--- config.mk ---
export PLATFORM = sky130hd
export DESIGN_NAME = pin_function_selector
export DESIGN_NICKNAME = d
export VERILOG_FILES = /design/src/hdl/pin_mux_pkg.sv /design/src/hdl/pin_route_cell.sv /design/src/hdl/pin_function_selector.sv
export SDC_FILE = /design/constraint.sdc
export NUM_CORES = 1
export LEC_CHECK = 0
export CAP_MARGIN = 15
export CORE_AREA = 3 3 160 162
export CTS_CLUSTER_SIZE = 14
export DETAILED_ROUTE_END_ITERATION = 8
export DIE_AREA = 0 0 163 165
export DONT_BUFFER_PORTS = 1
export SLEW_MARGIN = 5
export SYNTH_ARGS = -nofsm -noshare
export SYNTH_HDL_FRONTEND = slang
export SYNTH_HIERARCHICAL = 1
export SYNTH_SLANG_ARGS = --single-unit
--- constraint.sdc ---
create_clock -name clk -period 4.9 [get_ports clk]
set_input_delay 0.735 -clock clk [delete_from_list [all_inputs] [get_ports clk]]
set_output_delay 0.735 -clock clk [all_outputs]
set_load 0.01 [all_outputs]
--- src/hdl/pin_mux_pkg.sv ---
// Constants for the shared-pin function selector: pin indices, register
// offsets, field positions, reset values and select codes.
// Assumes one clock domain and a 32-bit Avalon-MM register port.
package pin_mux_pkg;
  // Register port widths.
  localparam int ADDR_W = 4;
  localparam int DATA_W = 32;
  localparam int REG_W  = 8;

  // Byte offsets of the registers.
  localparam logic [ADDR_W-1:0] OFS_SYSTEM_SETUP = 4'h0;
  localparam logic [ADDR_W-1:0] OFS_IRQ_PINSEL   = 4'h4;
  localparam logic [ADDR_W-1:0] OFS_PORT_C_VIEW  = 4'h8;

  // Reset values; all zero puts every shared pin on its primary function.
  localparam logic [REG_W-1:0] SYSTEM_SETUP_RST = 8'h00;
  localparam logic [REG_W-1:0] IRQ_PINSEL_RST   = 8'h00;

  // Field positions.
  localparam int SYS_HOST_BIT   = 1;
  localparam int SYS_CHAN2_BIT  = 2;
  localparam int SYS_PORT_C_BIT = 7;
  localparam int PS_DAISY_BIT   = 2;
  localparam int PS_STROBE_BIT  = 3;

  // Select codes: which of the three functions owns a pin.
  localparam int SEL_W = 2;
  localparam logic [SEL_W-1:0] SEL_PRI = 2'h0;
  localparam logic [SEL_W-1:0] SEL_SEC = 2'h1;
  localparam logic [SEL_W-1:0] SEL_TER = 2'h2;

  // Level seen by a function whose pin is taken by another one.
  localparam logic IDLE_IN = 1'b1;

  // Pin indices.
  localparam int NUM_PINS   = 28;
  localparam int PIN_TRI0   = 0;   // Serial tx / chan2 ready-req / host irq.
  localparam int PIN_TRI2   = 2;   // Last of the three triple-function pins.
  localparam int PIN_PA0    = 3;   // Eight port A / host data pins.
  localparam int PIN_PA7    = 10;
  localparam int PIN_CH2_0  = 11;  // Seven chan2 / host strobe-address pins.
  localparam int PIN_CH2_6  = 17;
  localparam int PIN_CHAN1_WAIT_REQ = 18;  // Port C bit 5.
  localparam int PIN_DTR_A  = 19;  // Port C bit 3.
  localparam int PIN_MWR    = 20;  // Port C bit 2 or chan1 request-to-send.
  localparam int PIN_CTS_A  = 21;  // Port C bit 1.
  localparam int PIN_DCD_A  = 22;  // Port C bit 0.
  localparam int PIN_SYNC_A = 23;  // Port C bit 4.
  localparam int PIN_DAISY  = 24;
  localparam int PIN_MSTRB  = 25;
  localparam int PIN_IRQ1   = 26;  // Port C bit 6, input only.
  localparam int PIN_IRQ2   = 27;  // Port C bit 7, input only.
endpackage : pin_mux_pkg

--- src/hdl/pin_route_cell.sv ---
// One shared pin: picks the owning function's drive and enable, and hands
// the pad level to the owner. All outputs are registered.
// Assumes sel only ever holds a primary, secondary or tertiary code.
`timescale 1ns/10ps
`default_nettype none
module pin_route_cell
  import pin_mux_pkg::*;
(
  input  wire logic                   clk,
  input  wire logic                   rst,
  input  wire logic [SEL_W-1:0]       sel,
  input  wire logic                   force_oe,
  input  wire logic                   force_oe_val,
  input  wire logic                   share_in,
  input  wire logic [2:0]             fn_out,
  input  wire logic [2:0]             fn_oe,
  input  wire logic                   pad_in,
  output logic                        pad_out,
  output logic                        pad_oe,
  output logic [2:0]                  fn_in
);
  logic       out_q, out_d;
  logic       oe_q, oe_d;
  logic [2:0] in_q, in_d;

  // Route the owner; idle functions see a quiet high level, which keeps
  // active-low inputs of parked units inactive.
  always_comb begin
    case (sel)
      SEL_SEC: begin
        out_d = fn_out[1];
        oe_d  = fn_oe[1];
      end
      SEL_TER: begin
        out_d = fn_out[2];
        oe_d  = fn_oe[2];
      end
      default: begin
        out_d = fn_out[0];
        oe_d  = fn_oe[0];
      end
    endcase
    if (force_oe) begin
      oe_d = force_oe_val;
    end
    for (int k = 0; k < 3; k++) begin
      in_d[k] = (share_in || (sel == SEL_W'(k))) ? pad_in : IDLE_IN;
    end
  end

  // The pad starts undriven so nothing fights the board during reset.
  always_ff @(posedge clk or posedge rst) begin
    if (rst) begin
      out_q <= 1'b1;
      oe_q  <= 1'b0;
      in_q  <= 3'h7;
    end else begin
      out_q <= out_d;
      oe_q  <= oe_d;
      in_q  <= in_d;
    end
  end

  assign pad_out = out_q;
  assign pad_oe  = oe_q;
  assign fn_in   = in_q;
endmodule : pin_route_cell
`default_nettype wire

--- src/hdl/pin_function_selector.sv ---
// Shared-pin function selector with its two mux control registers and a
// read-only view of port C, reached over an Avalon-MM slave.
// Assumes on-chip units present drive, enable and input per function per
// pin, and that the pad logic resolves pad_out/pad_oe into the wire.
//
// Contract
// [RL1] Host mode bit moves port A and chan2
// [RL2] Bits 1,2 pick among three functions
// [RL3] Port C bit moves chan1 pins to port C
// [RL4] Write-strobe pin offers port C2, chan1 RTS
// [RL5] Daisy pin direction set by pinsel bit 2
// [RL6] Memory strobe kind set by pinsel bit 3
// [RL7] Port C 6,7 read interrupt pin levels
// [RL8] Port C bit one: port C, zero: serial
// [RL9] Pinsel bit 3 then port C bit choose
// [RL10] Unmuxed pins always keep primary function
// [RL11] Reset puts every pin on primary function
//
// The placing of the registers and the Avalon-MM slave port were decided locally.
`timescale 1ns/10ps
`default_nettype none
module pin_function_selector
  import pin_mux_pkg::*;
(
  input  wire logic                        clk,
  input  wire logic                        rst,
  input  wire logic [pin_mux_pkg::ADDR_W-1:0] avs_address,
  input  wire logic                        avs_read,
  input  wire logic                        avs_write,
  input  wire logic [pin_mux_pkg::DATA_W-1:0] avs_writedata,
  input  wire logic [3:0]                  avs_byteenable,
  output logic [pin_mux_pkg::DATA_W-1:0]   avs_readdata,
  output logic                             avs_waitrequest,
  input  wire logic [pin_mux_pkg::NUM_PINS-1:0] pad_in,
  output logic [pin_mux_pkg::NUM_PINS-1:0] pad_out,
  output logic [pin_mux_pkg::NUM_PINS-1:0] pad_oe,
  input  wire logic [pin_mux_pkg::NUM_PINS-1:0] fn1_out,
  input  wire logic [pin_mux_pkg::NUM_PINS-1:0] fn1_oe,
  output logic [pin_mux_pkg::NUM_PINS-1:0] fn1_in,
  input  wire logic [pin_mux_pkg::NUM_PINS-1:0] fn2_out,
  input  wire logic [pin_mux_pkg::NUM_PINS-1:0] fn2_oe,
  output logic [pin_mux_pkg::NUM_PINS-1:0] fn2_in,
  input  wire logic [pin_mux_pkg::NUM_PINS-1:0] fn3_out,
  input  wire logic [pin_mux_pkg::NUM_PINS-1:0] fn3_oe,
  output logic [pin_mux_pkg::NUM_PINS-1:0] fn3_in
);
  import pin_mux_pkg::*;

  logic [REG_W-1:0]  sys_q, sys_d;
  logic [REG_W-1:0]  psel_q, psel_d;
  logic [DATA_W-1:0] rdata_q, rdata_d;
  logic              wait_q, wait_d;
  logic [REG_W-1:0]  port_c_view;
  logic [SEL_W-1:0]  sel_v [NUM_PINS];
  logic [2:0]        fin_v [NUM_PINS];

  // Owner of each pin as a function of the two control registers.
  function automatic logic [SEL_W-1:0] pin_select(input int idx,
                                                  input logic [REG_W-1:0] sys,
                                                  input logic [REG_W-1:0] ps);
    logic [SEL_W-1:0] s;
    s = SEL_PRI;                                             // RL10
    if (idx >= PIN_TRI0 && idx <= PIN_TRI2) begin
      if (sys[SYS_HOST_BIT]) begin
        s = SEL_TER;                                         // RL2
      end else if (sys[SYS_CHAN2_BIT]) begin
        s = SEL_SEC;                                         // RL2
      end
    end else if (idx >= PIN_PA0 && idx <= PIN_CH2_6) begin
      s = sys[SYS_HOST_BIT] ? SEL_SEC : SEL_PRI;             // RL1
    end else if (idx == PIN_MWR) begin
      if (ps[PS_STROBE_BIT]) begin                           // RL4
        s = sys[SYS_PORT_C_BIT] ? SEL_SEC : SEL_TER;         // RL9
      end
    end else if (idx >= PIN_CHAN1_WAIT_REQ && idx <= PIN_SYNC_A) begin
      s = sys[SYS_PORT_C_BIT] ? SEL_SEC : SEL_PRI;           // RL3 RL8
    end else if (idx == PIN_DAISY) begin
      s = ps[PS_DAISY_BIT] ? SEL_SEC : SEL_PRI;              // RL5
    end else if (idx == PIN_MSTRB) begin
      s = ps[PS_STROBE_BIT] ? SEL_SEC : SEL_PRI;             // RL6
    end
    return s;
  endfunction : pin_select

  // Selects are decoded straight from the stored bits, so a write shows
  // at the pins one clock after the register changes.
  always_comb begin
    for (int i = 0; i < NUM_PINS; i++) begin
      sel_v[i] = pin_select(i, sys_q, psel_q);
    end
  end

  // One routing cell per pin. The daisy pin's direction belongs to the
  // selector, not to the units; interrupt pins share their level with port C.
  generate
    for (genvar g = 0; g < NUM_PINS; g++) begin : g_pin
      pin_route_cell u_cell (
        .clk          (clk),
        .rst          (rst),
        .sel          (sel_v[g]),
        .force_oe     (g == PIN_DAISY),
        .force_oe_val (sel_v[g] == SEL_SEC),                 // RL5
        .share_in     (g == PIN_IRQ1 || g == PIN_IRQ2),      // RL7
        .fn_out       ({fn3_out[g], fn2_out[g], fn1_out[g]}),
        .fn_oe        ({fn3_oe[g], fn2_oe[g], fn1_oe[g]}),
        .pad_in       (pad_in[g]),
        .pad_out      (pad_out[g]),
        .pad_oe       (pad_oe[g]),
        .fn_in        (fin_v[g])
      );
      assign fn1_in[g] = fin_v[g][0];
      assign fn2_in[g] = fin_v[g][1];
      assign fn3_in[g] = fin_v[g][2];
    end
  endgenerate

  // Port C as software sees it; bits 6 and 7 always follow the interrupt pins.
  assign port_c_view = {fin_v[PIN_IRQ2][1], fin_v[PIN_IRQ1][1],   // RL7
                        fin_v[PIN_CHAN1_WAIT_REQ][1], fin_v[PIN_SYNC_A][1],
                        fin_v[PIN_DTR_A][1], fin_v[PIN_MWR][1],
                        fin_v[PIN_CTS_A][1], fin_v[PIN_DCD_A][1]};

  // Bus slave: every access waits exactly one cycle. The write lands and the
  // read data stand at the one edge where waitrequest is low.
  always_comb begin
    sys_d   = sys_q;
    psel_d  = psel_q;
    rdata_d = rdata_q;
    wait_d  = 1'b1;
    if ((avs_read || avs_write) && wait_q) begin
      wait_d  = 1'b0;
      rdata_d = '0;
      if (avs_read) begin
        case (avs_address)
          OFS_SYSTEM_SETUP: rdata_d = {{(DATA_W-REG_W){1'b0}}, sys_q};
          OFS_IRQ_PINSEL:   rdata_d = {{(DATA_W-REG_W){1'b0}}, psel_q};
          OFS_PORT_C_VIEW:  rdata_d = {{(DATA_W-REG_W){1'b0}}, port_c_view};
          default:          rdata_d = '0;
        endcase
      end
    end
    if (avs_write && !wait_q && avs_byteenable[0]) begin
      case (avs_address)
        OFS_SYSTEM_SETUP: sys_d  = avs_writedata[REG_W-1:0];
        OFS_IRQ_PINSEL:   psel_d = avs_writedata[REG_W-1:0];
        default:          sys_d  = sys_q;
      endcase
    end
  end

  // Control registers clear to the all-primary pin map.
  always_ff @(posedge clk or posedge rst) begin
    if (rst) begin
      sys_q   <= SYSTEM_SETUP_RST;                           // RL11
      psel_q  <= IRQ_PINSEL_RST;                             // RL11
      rdata_q <= '0;
      wait_q  <= 1'b1;
    end else begin
      sys_q   <= sys_d;
      psel_q  <= psel_d;
      rdata_q <= rdata_d;
      wait_q  <= wait_d;
    end
  end

  assign avs_readdata    = rdata_q;
  assign avs_waitrequest = wait_q;

  // Checks. Helper flag marks the first cycle after reset release.
  logic first_q;
  always_ff @(posedge clk or posedge rst) begin
    if (rst) begin
      first_q <= 1'b1;
    end else begin
      first_q <= 1'b0;
    end
  end
endmodule : pin_function_selector
`default_nettype wire

==> results of run 1 <==
[layout by cell type (no fill, tap or decap), types with 2 or more instances in the layout]
cell type	n
ha_1	112
o21ai_0	8
clkinvlp_4	2
clkinv_4	2
nor3_1	57
a21oi_1	28
nor2_1	29
a221oi_2	28
clkbuf_8	2
clkinv_2	3
inv_1	85
dfstp_2	113
conb_1	248
clkbuf_16	17
nand2b_1	28
o21bai_1	84
buf_4	2
mux2_2	24
inv_6	4
nor2b_1	30
a22oi_1	36
dfrtp_1	51
nand2_1	9
[final cells by class]
type / instances / share of cell area
clock buffer: 20 / 0.0433
inverter: 85 / 0.0303
tap: 324 / 0.0385
multi-input combinational: 728 / 0.472
clock inverter: 12 / 0.00891
sequential: 165 / 0.405
timing repair buffer: 2 / 0.00142
antenna: 1 / 0.000237
[worst reg2reg max path: stages, from the launching register on]
cell and delay (ns):
dfrtp_2 0.36, buf_4 0.38, buf_4 0.44, inv_1 0.14, ha_1 0.37, nand2b_1 0.09
a221oi_2 0.16, nor3_1 0.09
[power by group]
group	leakage (uW)	internal (uW)	switching, uW
Clock	0.000269	685	567
Combinational	0.00281	221	313
Sequential	0.00185	1590	165
[kinds of logic after synthesis]
logic type	synth area share
AO/OA/AOI/OAI	0.170
other	0.000850
flip-flops	0.483
multiplexers	0.0306
buffers and inverters	0.0586
AND/OR/NAND/NOR	0.0978
adder cells (fa/ha/maj)	0.159
[flip-flops by register name, summed over array words and instances, names as in the netlist]
register / cells
g_pin.u_cell/fn_in: 84
psel_q: 8
g_pin.u_cell/pad_out: 28
g_pin.u_cell/pad_oe: 28
avs_waitrequest: 1
avs_readdata: 8
sys_q: 8
[how the worst max path moves through the flow]
stage	from	slack (ns)	cells past startpoint	end
after floorplan	sys_q[1]$_DFFE_PP0P_	2.21	6	g_pin[2].u_cell/pad_oe$_DFF_PP0_
after global placement	avs_address[3]	2.49	3	psel_q[6]$_DFFE_PP0P_
after detailed placement	avs_address[3]	2.51	3	psel_q[6]$_DFFE_PP0P_
after CTS	sys_q[1]$_DFFE_PP0P_	2.66	6	g_pin[1].u_cell/pad_oe$_DFF_PP0_
after global routing	sys_q[1]$_DFFE_PP0P_	2.46	6	g_pin[0].u_cell/pad_oe$_DFF_PP0_
final	sys_q[1]$_DFFE_PP0P_	2.75	7	g_pin[17].u_cell/pad_oe$_DFF_PP0_
[per-stage QoR]
stage | instances | total power [uW] | area, um2 | util | setup slack [ns]
after floorplan | 1004 | 2190 | 9760 | - | 2.21
after global placement | 1304 | 2300 | 9980 | 0.412 | 2.49
after global routing | 1337 | 3760 | 10500 | 0.435 | 2.46
after detailed placement | 1304 | 2310 | 9980 | 0.412 | 2.51
after CTS | 1336 | 3590 | 10500 | 0.434 | 2.66
final | 1337 | 3540 | 10500 | 0.435 | 2.75
[layer usage]
metal,GRT usage,up-vias,wire (um)
li1,-,2823,-
met1,0.165,2533,7770
met2,0.278,224,11200
met3,0.0617,21,1970
met4,0.0504,0,330
met5,0,-,0
==> results.md, run 1 <==
* Core outline area at 0.0242 mm2
* Top cell by count, worst path: buf_4
* Final hold vios at 0
* Largest delay share family, worst path: buffers and inverters
* Clock-pin slew on the worst setup and hold paths at 0.07 ns
* Global route overflow at 0
* Crit share post-route at 0.440
* PD cells at 336 mW/mm2
* CP cell instances: buf_4 -> buf_4 -> inv_1 -> ha_1 -> nand2b_1 -> a221oi_2 -> nor3_1
* Routed via count at 5,601
* Clk sinks at 165
* Synth unique cells at 25
* Vias in the first global route at 5,659
* CTS Hold Bufs at 0
* Number of synthesized flops with an enable pin at 0
* Worst-path maximum fanout at 39
* Fmax at 0.464 GHz
* RSZ-0062 raised after global routing: false
* CTS H-tree depth at 4
* Most common cell in the netlist: dfstp_2
* Fraction of registers with async set or reset after synthesis at 1.00
* Yosys warns at 6
* Synth cell count leaders: dfstp_2 (113), ha_1 (112), inv_1 (85)
* Worst Setup Start Kind: flip-flop
* Slowest cell on crit path: buf_4
* Post-synth top flop: dfstp_2
* Initial Utilization at 0.364
* CTS tree: built
* I/O pin total at 413
* Register area share after synthesis at 0.483
* Initial antenna violation count at 1
* Max Clock Skew at 0.00831 ns
* Hpwl dp at 17,500 um
* Setup violators final at 0
* Total CTS buffers at 17
* Maximum vdd drop at 0.147 mV
* DR pass1 iterations at 4
* Worst hold path class: input pin to async pin
* Via density per instance at 4.19
* Die Width at 163 um
* Site Rows at 57
* # DRC at 0
* Number of setup buffers added after CTS at 0
* Input/output buffers at 0
* P_leak at 0.00494 uW
* Max cap viols at 0
* Critical Path RT at 5.19 ns
* DR iter-0 viols at 181
* FILL cells at 2,361
* Headroom to the max-slew limit at 0.335
* Crit Path Category: flip-flop to flip-flop
* Synth top area share at 0.336
* DIE AREA at 0.0269 mm2
* GRT Util Overall at 0.154
* Drt wl/cell at 15.9 um
* Worst-Margin Slew at 0.990 ns
* Area contributors post-synth: dfstp_2 (34%), ha_1 (16%), dfrtp_1 (15%)
* Min Tclk post-route at 2.15 ns
* Share of layout cells above drive strength 1 at 0.200
* Layout overhead on the synthesized area at 19.2%
* Yosys reg bits at 165
* Area of the multi-input gates at 0.00497 mm2
* Synthesized instance count at 758
* Final ANT Viol Nets at 0
* Final GP Congestion at 0.822
* CTS Buffer Depth at 2
* Register area at 0.00427 mm2
* Largest net degree at the start of global routing at 40
* Setup TNS Final at 0 ns
* Worst R2R Setup Slack at 2.75 ns
* R2r startpoint: sys_q[1]$_DFFE_PP0P_
* Area leader, netlist: dfstp_2
* CP endpoint kind: flip-flop
* Status: finished, final reports clean
* Clk_lat worst skew at 0.42 ns
* Slowest stage delay, CP at 0.43 ns
* WHS at 0.0913 ns
* Fin. max-slew vios at 0
* Worst Path Arrival at 2.45 ns
* RR Endpoint: g_pin[17].u_cell/pad_oe$_DFF_PP0_
* WL final at 21,300 um
* Cells on worst reg2reg path at 7
* Final #Nets at 1,351
* Die Span Y at 165 um
* Global-route wire length before repair at 31,600 um
* Buf+Inv Stages, Crit Path at 3
* Clock root buffer master: clkbuf_16
* CTS-repair resized insts at 0
* Syn_area_per_cell at 11.7 um2
* Post-synth design cell area at 0.00884 mm2
(Power assumes the default switching activity.)
==> run 2: changes to the inputs <==
--- a/config.mk
+++ b/config.mk
@@ -5,11 +5,12 @@
 export SDC_FILE = /design/constraint.sdc
 export NUM_CORES = 1
 export LEC_CHECK = 0
+export ABC_AREA = 1
 export CAP_MARGIN = 15
-export CORE_AREA = 3 3 160 162
+export CORE_AREA = 3 3 161 163
 export CTS_CLUSTER_SIZE = 14
 export DETAILED_ROUTE_END_ITERATION = 8
-export DIE_AREA = 0 0 163 165
+export DIE_AREA = 0 0 164 166
 export DONT_BUFFER_PORTS = 1
 export SLEW_MARGIN = 5
 export SYNTH_ARGS = -nofsm -noshare
==> constraint.sdc (replaced) <==
create_clock -name clk -period 1.8 [get_ports clk]
set_input_delay 0.27 -clock clk [delete_from_list [all_inputs] [get_ports clk]]
set_output_delay 0.27 -clock clk [all_outputs]
set_load 0.01 [all_outputs]
==> run 2 against run 1 <==
Against the previous run: non-clock buffer count is 75 higher; first-iteration DRC count is 25% higher; clock power grew to 2.9 times the previous value; setup slack worse by 2.6 ns.
==> results.md, run 2 <==
* Worst-path maximum fanout at 14
* Comb pwr share at 0.173
* Flop pwr share at 0.469
* Max Clock Skew at 0.0107 ns
* Area contributors post-synth: dfstp_2 (34%), ha_1 (16%), dfrtp_1 (15%)
* Commonest cells after routing, fill and taps aside: nand2_1 (307), conb_1 (220), inv_1 (144)
* Site Rows at 57
* Core outline area at 0.0245 mm2
* Crit path from: sys_q[1]$_DFFE_PP0P_
* Worst Setup EP: g_pin[2].u_cell/pad_oe$_DFF_PP0_
* Yosys warns at 6
* Global route overflow at 0
* Clk_lat worst skew at 0.42 ns
* Final #Nets at 1,656
* R2r startpoint: sys_q[1]$_DFFE_PP0P_
* Register area share after synthesis at 0.482
* Clock root buffer master: clkbuf_16
* DR pass1 iterations at 7
* Initial Utilization at 0.362
* Worst hold path class: input pin to flip-flop
* WHS at 0.0155 ns
* CTS Buffer Depth at 2
* GRT Util Overall at 0.169
* RR Endpoint: g_pin[2].u_cell/pad_oe$_DFF_PP0_
* Headroom to the max-slew limit at 0.395
* Maximum vdd drop at 0.546 mV
* P_leak at 0.00579 uW
* Initial antenna violation count at 1
* Post-synth top flop: dfstp_2
* Int Pwr at 6890 uW
* Syn_area_per_cell at 8.71 um2
* Area leader, netlist: dfstp_2
* Status: finished, final reports clean
* Die Span Y at 166 um
* Switch Pwr at 3070 uW
* Final ANT Viol Nets at 0
* # DRC at 0
* Largest net degree at the start of global routing at 30
* DIE AREA at 0.0272 mm2
* I/O pin total at 413
* RSZ-0062 raised after global routing: false
* Worst Path Arrival at 1.91 ns
* Clock power share at 0.358
* Input/output buffers at 0
* Share of layout cells above drive strength 1 at 0.130
* Max cap viols at 0
* Fraction of registers with async set or reset after synthesis at 1.00
* CP endpoint kind: flip-flop
* DR iter-0 viols at 226
* Fmax at 0.623 GHz
* Total CTS buffers at 17
* Synth unique cells at 21
* Drt wl/cell at 14.1 um
* Min Tclk post-route at 1.60 ns
* Global-route wire length before repair at 36,300 um
* Worst Setup Start Kind: flip-flop
* Number of synthesized flops with an enable pin at 0
* Via density per instance at 4.16
* Post-synth design cell area at 0.00886 mm2
* Layout overhead on the synthesized area at 26.9%
* Final GP Congestion at 0.861
* WL final at 23,100 um
* CTS H-tree depth at 4
* Cells on worst reg2reg path at 7
* Clk sinks at 165
* Crit Path Category: flip-flop to flip-flop
* PD cells at 886 mW/mm2
* Final hold vios at 0
* Die Width at 164 um
* Max reg flops at 84
* Setup violators final at 0
* Hpwl dp at 18,700 um
* Fin. max-slew vios at 0
* Yosys reg bits at 165
* WHS Path Cells at 2
* Vias in the first global route at 6,911
* Synth top area share at 0.335
* Routed via count at 6,824
* Most common cell in the netlist: nand2_1
* Critical Path RT at 2.11 ns
* Synthesized instance count at 1,017
* Most common cell after layout, fill and taps aside: nand2_1
* Worst-Margin Slew at 0.902 ns
* Sw Ratio at 0.308
* Clock-pin slew on the worst setup and hold paths at 0.07 ns
* CTS tree: built
* Synth cell count leaders: nand2_1 (307), inv_1 (144), dfstp_2 (113)
* Worst R2R Setup Slack at 0.20 ns
* Crit share post-route at 0.891
* Setup TNS Final at 0 ns
==> run 2: changes by cell type after synthesis, moves of 28 or more <==
cell      before  now
a21oi_1       28    0
a221oi_2      28    0
a22oi_1       36    0
inv_1         85  144
nand2_1        9  307
nand2b_1      28    0
nand3_1        0   61
nor2_1        29   58
nor2b_1       30    0
nor3_1        57    0
o21ai_0        8  112
o21bai_1      84    0
==> run 2: layout make-up <==
cell class,count,area (um2)
clock buffer,19,433
sequential,165,4270
tap,324,405
antenna,1,2.50
clock inverter,13,141
inverter,146,548
multi-input combinational,897,4670
fill,2426,13200
timing repair buffer,77,768
==> run 2: power by group through the flow <==
stage / combinational (uW) / sequential (uW) / clock (uW)
after floorplan: 1180 / 4660 / 0
after global placement: 1510 / 4750 / 0
after detailed placement: 1550 / 4750 / 0
after CTS: 1690 / 4690 / 3680
after global routing: 2040 / 4720 / 3860
final: 1720 / 4670 / 3570
==> run 2: critical path: stages, from the launching register on <==
cell and delay [ns]:
dfrtp_4 0.60, nor2_4 0.19, inv_1 0.08, ha_1 0.35, nor2_1 0.12, nor2_1 0.04
nand2_1 0.06, nand2_1 0.04
==> run 2: per-stage QoR <==
| stage | cell area (um2) | utilization | setup slack (ns) | instances | total power [uW] |
|---|---|---|---|---|---|
| 3_3_place_gp | 10000 | 0.409 | 0.0886 | 1545 | 6260 |
| 3_5_place_dp | 10000 | 0.409 | 0.0423 | 1545 | 6300 |
| 2_1_floorplan | 9690 | - | 0.0500 | 1235 | 5850 |
| 4_1_cts | 11200 | 0.459 | 0.0424 | 1641 | 10100 |
| 5_1_grt | 11200 | 0.460 | 0.0229 | 1642 | 10600 |
| 6_report | 11200 | 0.460 | 0.195 | 1642 | 9960 |
==> run 2: metal layers <==
layer | GRT usage | vias to the layer above | wire (um)
li1 | - | 3483 | -
met1 | 0.183 | 3059 | 8740
met2 | 0.309 | 260 | 11800
met3 | 0.0614 | 22 | 2220
met4 | 0.0427 | 0 | 352
met5 | 0 | - | 0
==> run 2: kinds of logic (layout without fill, tap and decap cells) <==
group	count (synthesis)	in the layout	synth area share
compound gates	130	130	0.0739
other cells	2	221	0.000848
buf+inv	173	255	0.0837
flops	165	165	0.482
simple gates	435	435	0.201
fa+ha+maj	112	112	0.158
==> run 2: how the worst min path moves through the flow <==
stage | start | end | slack, ns
2_1_floorplan | rst | g_pin[0].u_cell/pad_oe$_DFF_PP0_ | 0.05
3_3_place_gp | rst | g_pin[24].u_cell/pad_oe$_DFF_PP0_ | 0.07
3_5_place_dp | rst | g_pin[4].u_cell/pad_oe$_DFF_PP0_ | 0.07
4_1_cts | fn1_out[7] | g_pin[7].u_cell/pad_out$_DFF_PP1_ | 0.002
5_1_grt | fn1_out[26] | g_pin[26].u_cell/pad_out$_DFF_PP1_ | 0.003
6_report | fn1_out[26] | g_pin[26].u_cell/pad_out$_DFF_PP1_ | 0.02
==> run 2: timing repair <==
action | 4_1_cts | 5_1_grt
hold buffers | 64 | 0
buffers inserted | 0 | 0
endpoints found under the hold margin | 251 | 0
setup endpoints to repair | 0 | 12
gates resized for setup | 0 | 2
==> run 3: changes to the inputs <==
--- a/config.mk
+++ b/config.mk
@@ -7,11 +7,12 @@
 export LEC_CHECK = 0
 export ABC_AREA = 1
 export CAP_MARGIN = 15
-export CORE_AREA = 3 3 161 163
+export CORE_AREA = 3 3 159 161
 export CTS_CLUSTER_SIZE = 14
 export DETAILED_ROUTE_END_ITERATION = 8
-export DIE_AREA = 0 0 164 166
+export DIE_AREA = 0 0 162 164
 export DONT_BUFFER_PORTS = 1
+export PLACE_DENSITY = 0.59
 export SLEW_MARGIN = 5
 export SYNTH_ARGS = -nofsm -noshare
 export SYNTH_HDL_FRONTEND = slang
==> run 3 against run 2 <==
Against the previous run: sequential share of layout area barely moved; global-route usage grew 0.13 points; setup slack worse by 0.036 ns; utilization rose by 0.63 points; largest power group unchanged.
==> results.md, run 3 (synthesis results as in run 2) <==
* Status: finished, final reports clean
* Post-route insts no fill at 1,639
* GRT met2 Usage at 0.307
* P_leak at 0.00580 uW
* Worst R2R Setup Slack at 0.16 ns
* Die Span Y at 164 um
* Share of layout cells above drive strength 1 at 0.129
* Fmax at 0.609 GHz
* DIE AREA at 0.0266 mm2
* Fin. max-slew vios at 0
* Worst Setup Start Kind: flip-flop
* Core outline area at 0.0241 mm2
* DR iter-0 viols at 270
* # DRC at 0
* Total CTS buffers at 17
* Critical Path RT at 2.16 ns
* Clock root buffer master: clkbuf_16
* CTS Buffer Depth at 2
* WHS at 0.0281 ns
* Clk sinks at 165
* Clock-pin slew on the worst setup and hold paths at 0.07 ns
* Global route overflow at 0
* CTS tree: built
* DP Worst Slack at -0.00871 ns
* Drt wl/cell at 14.0 um
* Clock power share at 0.368
* Sw Ratio at 0.313
* Worst Path Arrival at 2.00 ns
* Crit Path Category: flip-flop to flip-flop
* Buf+Inv Stages, Crit Path at 2
* Global-route wire length before repair at 35,000 um
* Setup violators final at 0
* Met3 usage at 0.0749
* DR pass1 iterations at 4
* WHS Path Cells at 2
* I/O pin total at 413
* Routed via count at 6,790
* DP Cell Count at 1,542
* RSZ-0062 raised after global routing: false
* Initial Utilization at 0.368
* Layout overhead on the synthesized area at 26.8%
* Worst hold path class: input pin to flip-flop
* Commonest cells after routing, fill and taps aside: nand2_1 (307), conb_1 (220), inv_1 (144)
* Clk_lat worst skew at 0.42 ns
* Final ANT Viol Nets at 0
* Setup TNS Final at 0 ns
* PD cells at 897 mW/mm2
* Site Rows at 57
* Switch Pwr at 3150 uW
* Worst-Margin Slew at 0.697 ns
* Cells on worst reg2reg path at 7
* Worst Hold Endpoint: g_pin[1].u_cell/pad_out$_DFF_PP1_
* Min Tclk post-route at 1.64 ns
* Final WS setup at 0.159 ns
* Maximum vdd drop at 0.387 mV
* Hpwl dp at 18,300 um
* Worst hold start: fn1_out[1]
* CTS H-tree depth at 4
* R2r startpoint: sys_q[1]$_DFFE_PP0P_
* Vias in the first global route at 6,659
* Max cap viols at 0
* Initial antenna violation count at 0
* FILL cells at 2,386
* Crit share post-route at 0.912
* Comb pwr share at 0.170
* CP endpoint kind: flip-flop
* Max Clock Skew at 0.0106 ns
* Max reg flops at 84
* Met1 Use GR at 0.181
* GRT Util Overall at 0.170
* Int Pwr at 6920 uW
* Worst-path maximum fanout at 46
* Largest net degree at the start of global routing at 47
* Die Width at 162 um
* Largest delay share family, worst path: buffers and inverters
* Final hold vios at 0
* Power Total at 10,100 uW
* N_diodes at 0
* Input/output buffers at 0
* CP cell instances: buf_6 -> inv_1 -> ha_1 -> nor2_1 -> nor2_1 -> nand2_1 -> nand2_1
* Flop pwr share at 0.462
* Most common cell after layout, fill and taps aside: nand2_1
* Slowest stage delay, CP at 0.44 ns
* Final #Nets at 1,654
* Via density per instance at 4.14
* Slowest cell on crit path: dfrtp_4
* WL final at 23,000 um
* Final GP Congestion at 0.824
* Headroom to the max-slew limit at 0.532
* GRT Max-Usage Layer: met2
* RR Endpoint: g_pin[10].u_cell/pad_oe$_DFF_PP0_
-- run 3: layer usage --
metal | vias up | wire length, um
met1 | 3031 | 8560
met4 | 0 | 330
met5 | - | 0
met3 | 25 | 2520
met2 | 261 | 11600
li1 | 3473 | -
-- run 3: how the worst max path moves through the flow --
stage	from	endpoint	depth (start not counted)
2_1_floorplan	sys_q[1]$_DFFE_PP0P_	g_pin[0].u_cell/pad_oe$_DFF_PP0_	7
3_3_place_gp	sys_q[1]$_DFFE_PP0P_	g_pin[1].u_cell/pad_oe$_DFF_PP0_	7
3_5_place_dp	sys_q[1]$_DFFE_PP0P_	g_pin[1].u_cell/pad_oe$_DFF_PP0_	7
4_1_cts	sys_q[1]$_DFFE_PP0P_	g_pin[1].u_cell/pad_oe$_DFF_PP0_	7
5_1_grt	sys_q[1]$_DFFE_PP0P_	g_pin[1].u_cell/pad_oe$_DFF_PP0_	7
6_report	sys_q[1]$_DFFE_PP0P_	g_pin[10].u_cell/pad_oe$_DFF_PP0_	7
-- run 3: power groups by stage --
stage / Sequential, uW / Clock, uW / Combinational (uW)
final: 4660 / 3710 / 1710
after global routing: 4700 / 4010 / 2030
after global placement: 4730 / 0 / 1500
after floorplan: 4660 / 0 / 1180
after detailed placement: 4730 / 0 / 1540
after CTS: 4680 / 3860 / 1680
-- run 3: cell type report --
type	count	area, um2	share of cell area
multi-input combinational	897	4670	0.416
sequential	165	4270	0.380
timing repair buffer	75	739	0.0658
inverter	146	548	0.0488
clock buffer	18	439	0.0391
tap	324	405	0.0361
clock inverter	14	155	0.0138
-- run 3: through the flow --
step / util / cell area [um2]
floorplan: - / 9690
global placement: 0.414 / 9980
detailed placement: 0.414 / 9980
CTS: 0.466 / 11200
global route: 0.466 / 11200
finish: 0.466 / 11200
-- run 3: worst register-to-register path: stages (launching register included) --
cell and delay, ns:
dfrtp_4 0.44, buf_6 0.33, inv_1 0.15, ha_1 0.36, nor2_1 0.07, nor2_1 0.11, nand2_1 0.07, nand2_1 0.06
-- run 3: timing repair --
action | 4_1_cts | 5_1_grt
setup endpoints to repair | 1 | 0
hold buffers | 65 | 0
resized for setup | 1 | 0
endpoints found under the hold margin | 267 | 0
setup buffers | 0 | 0
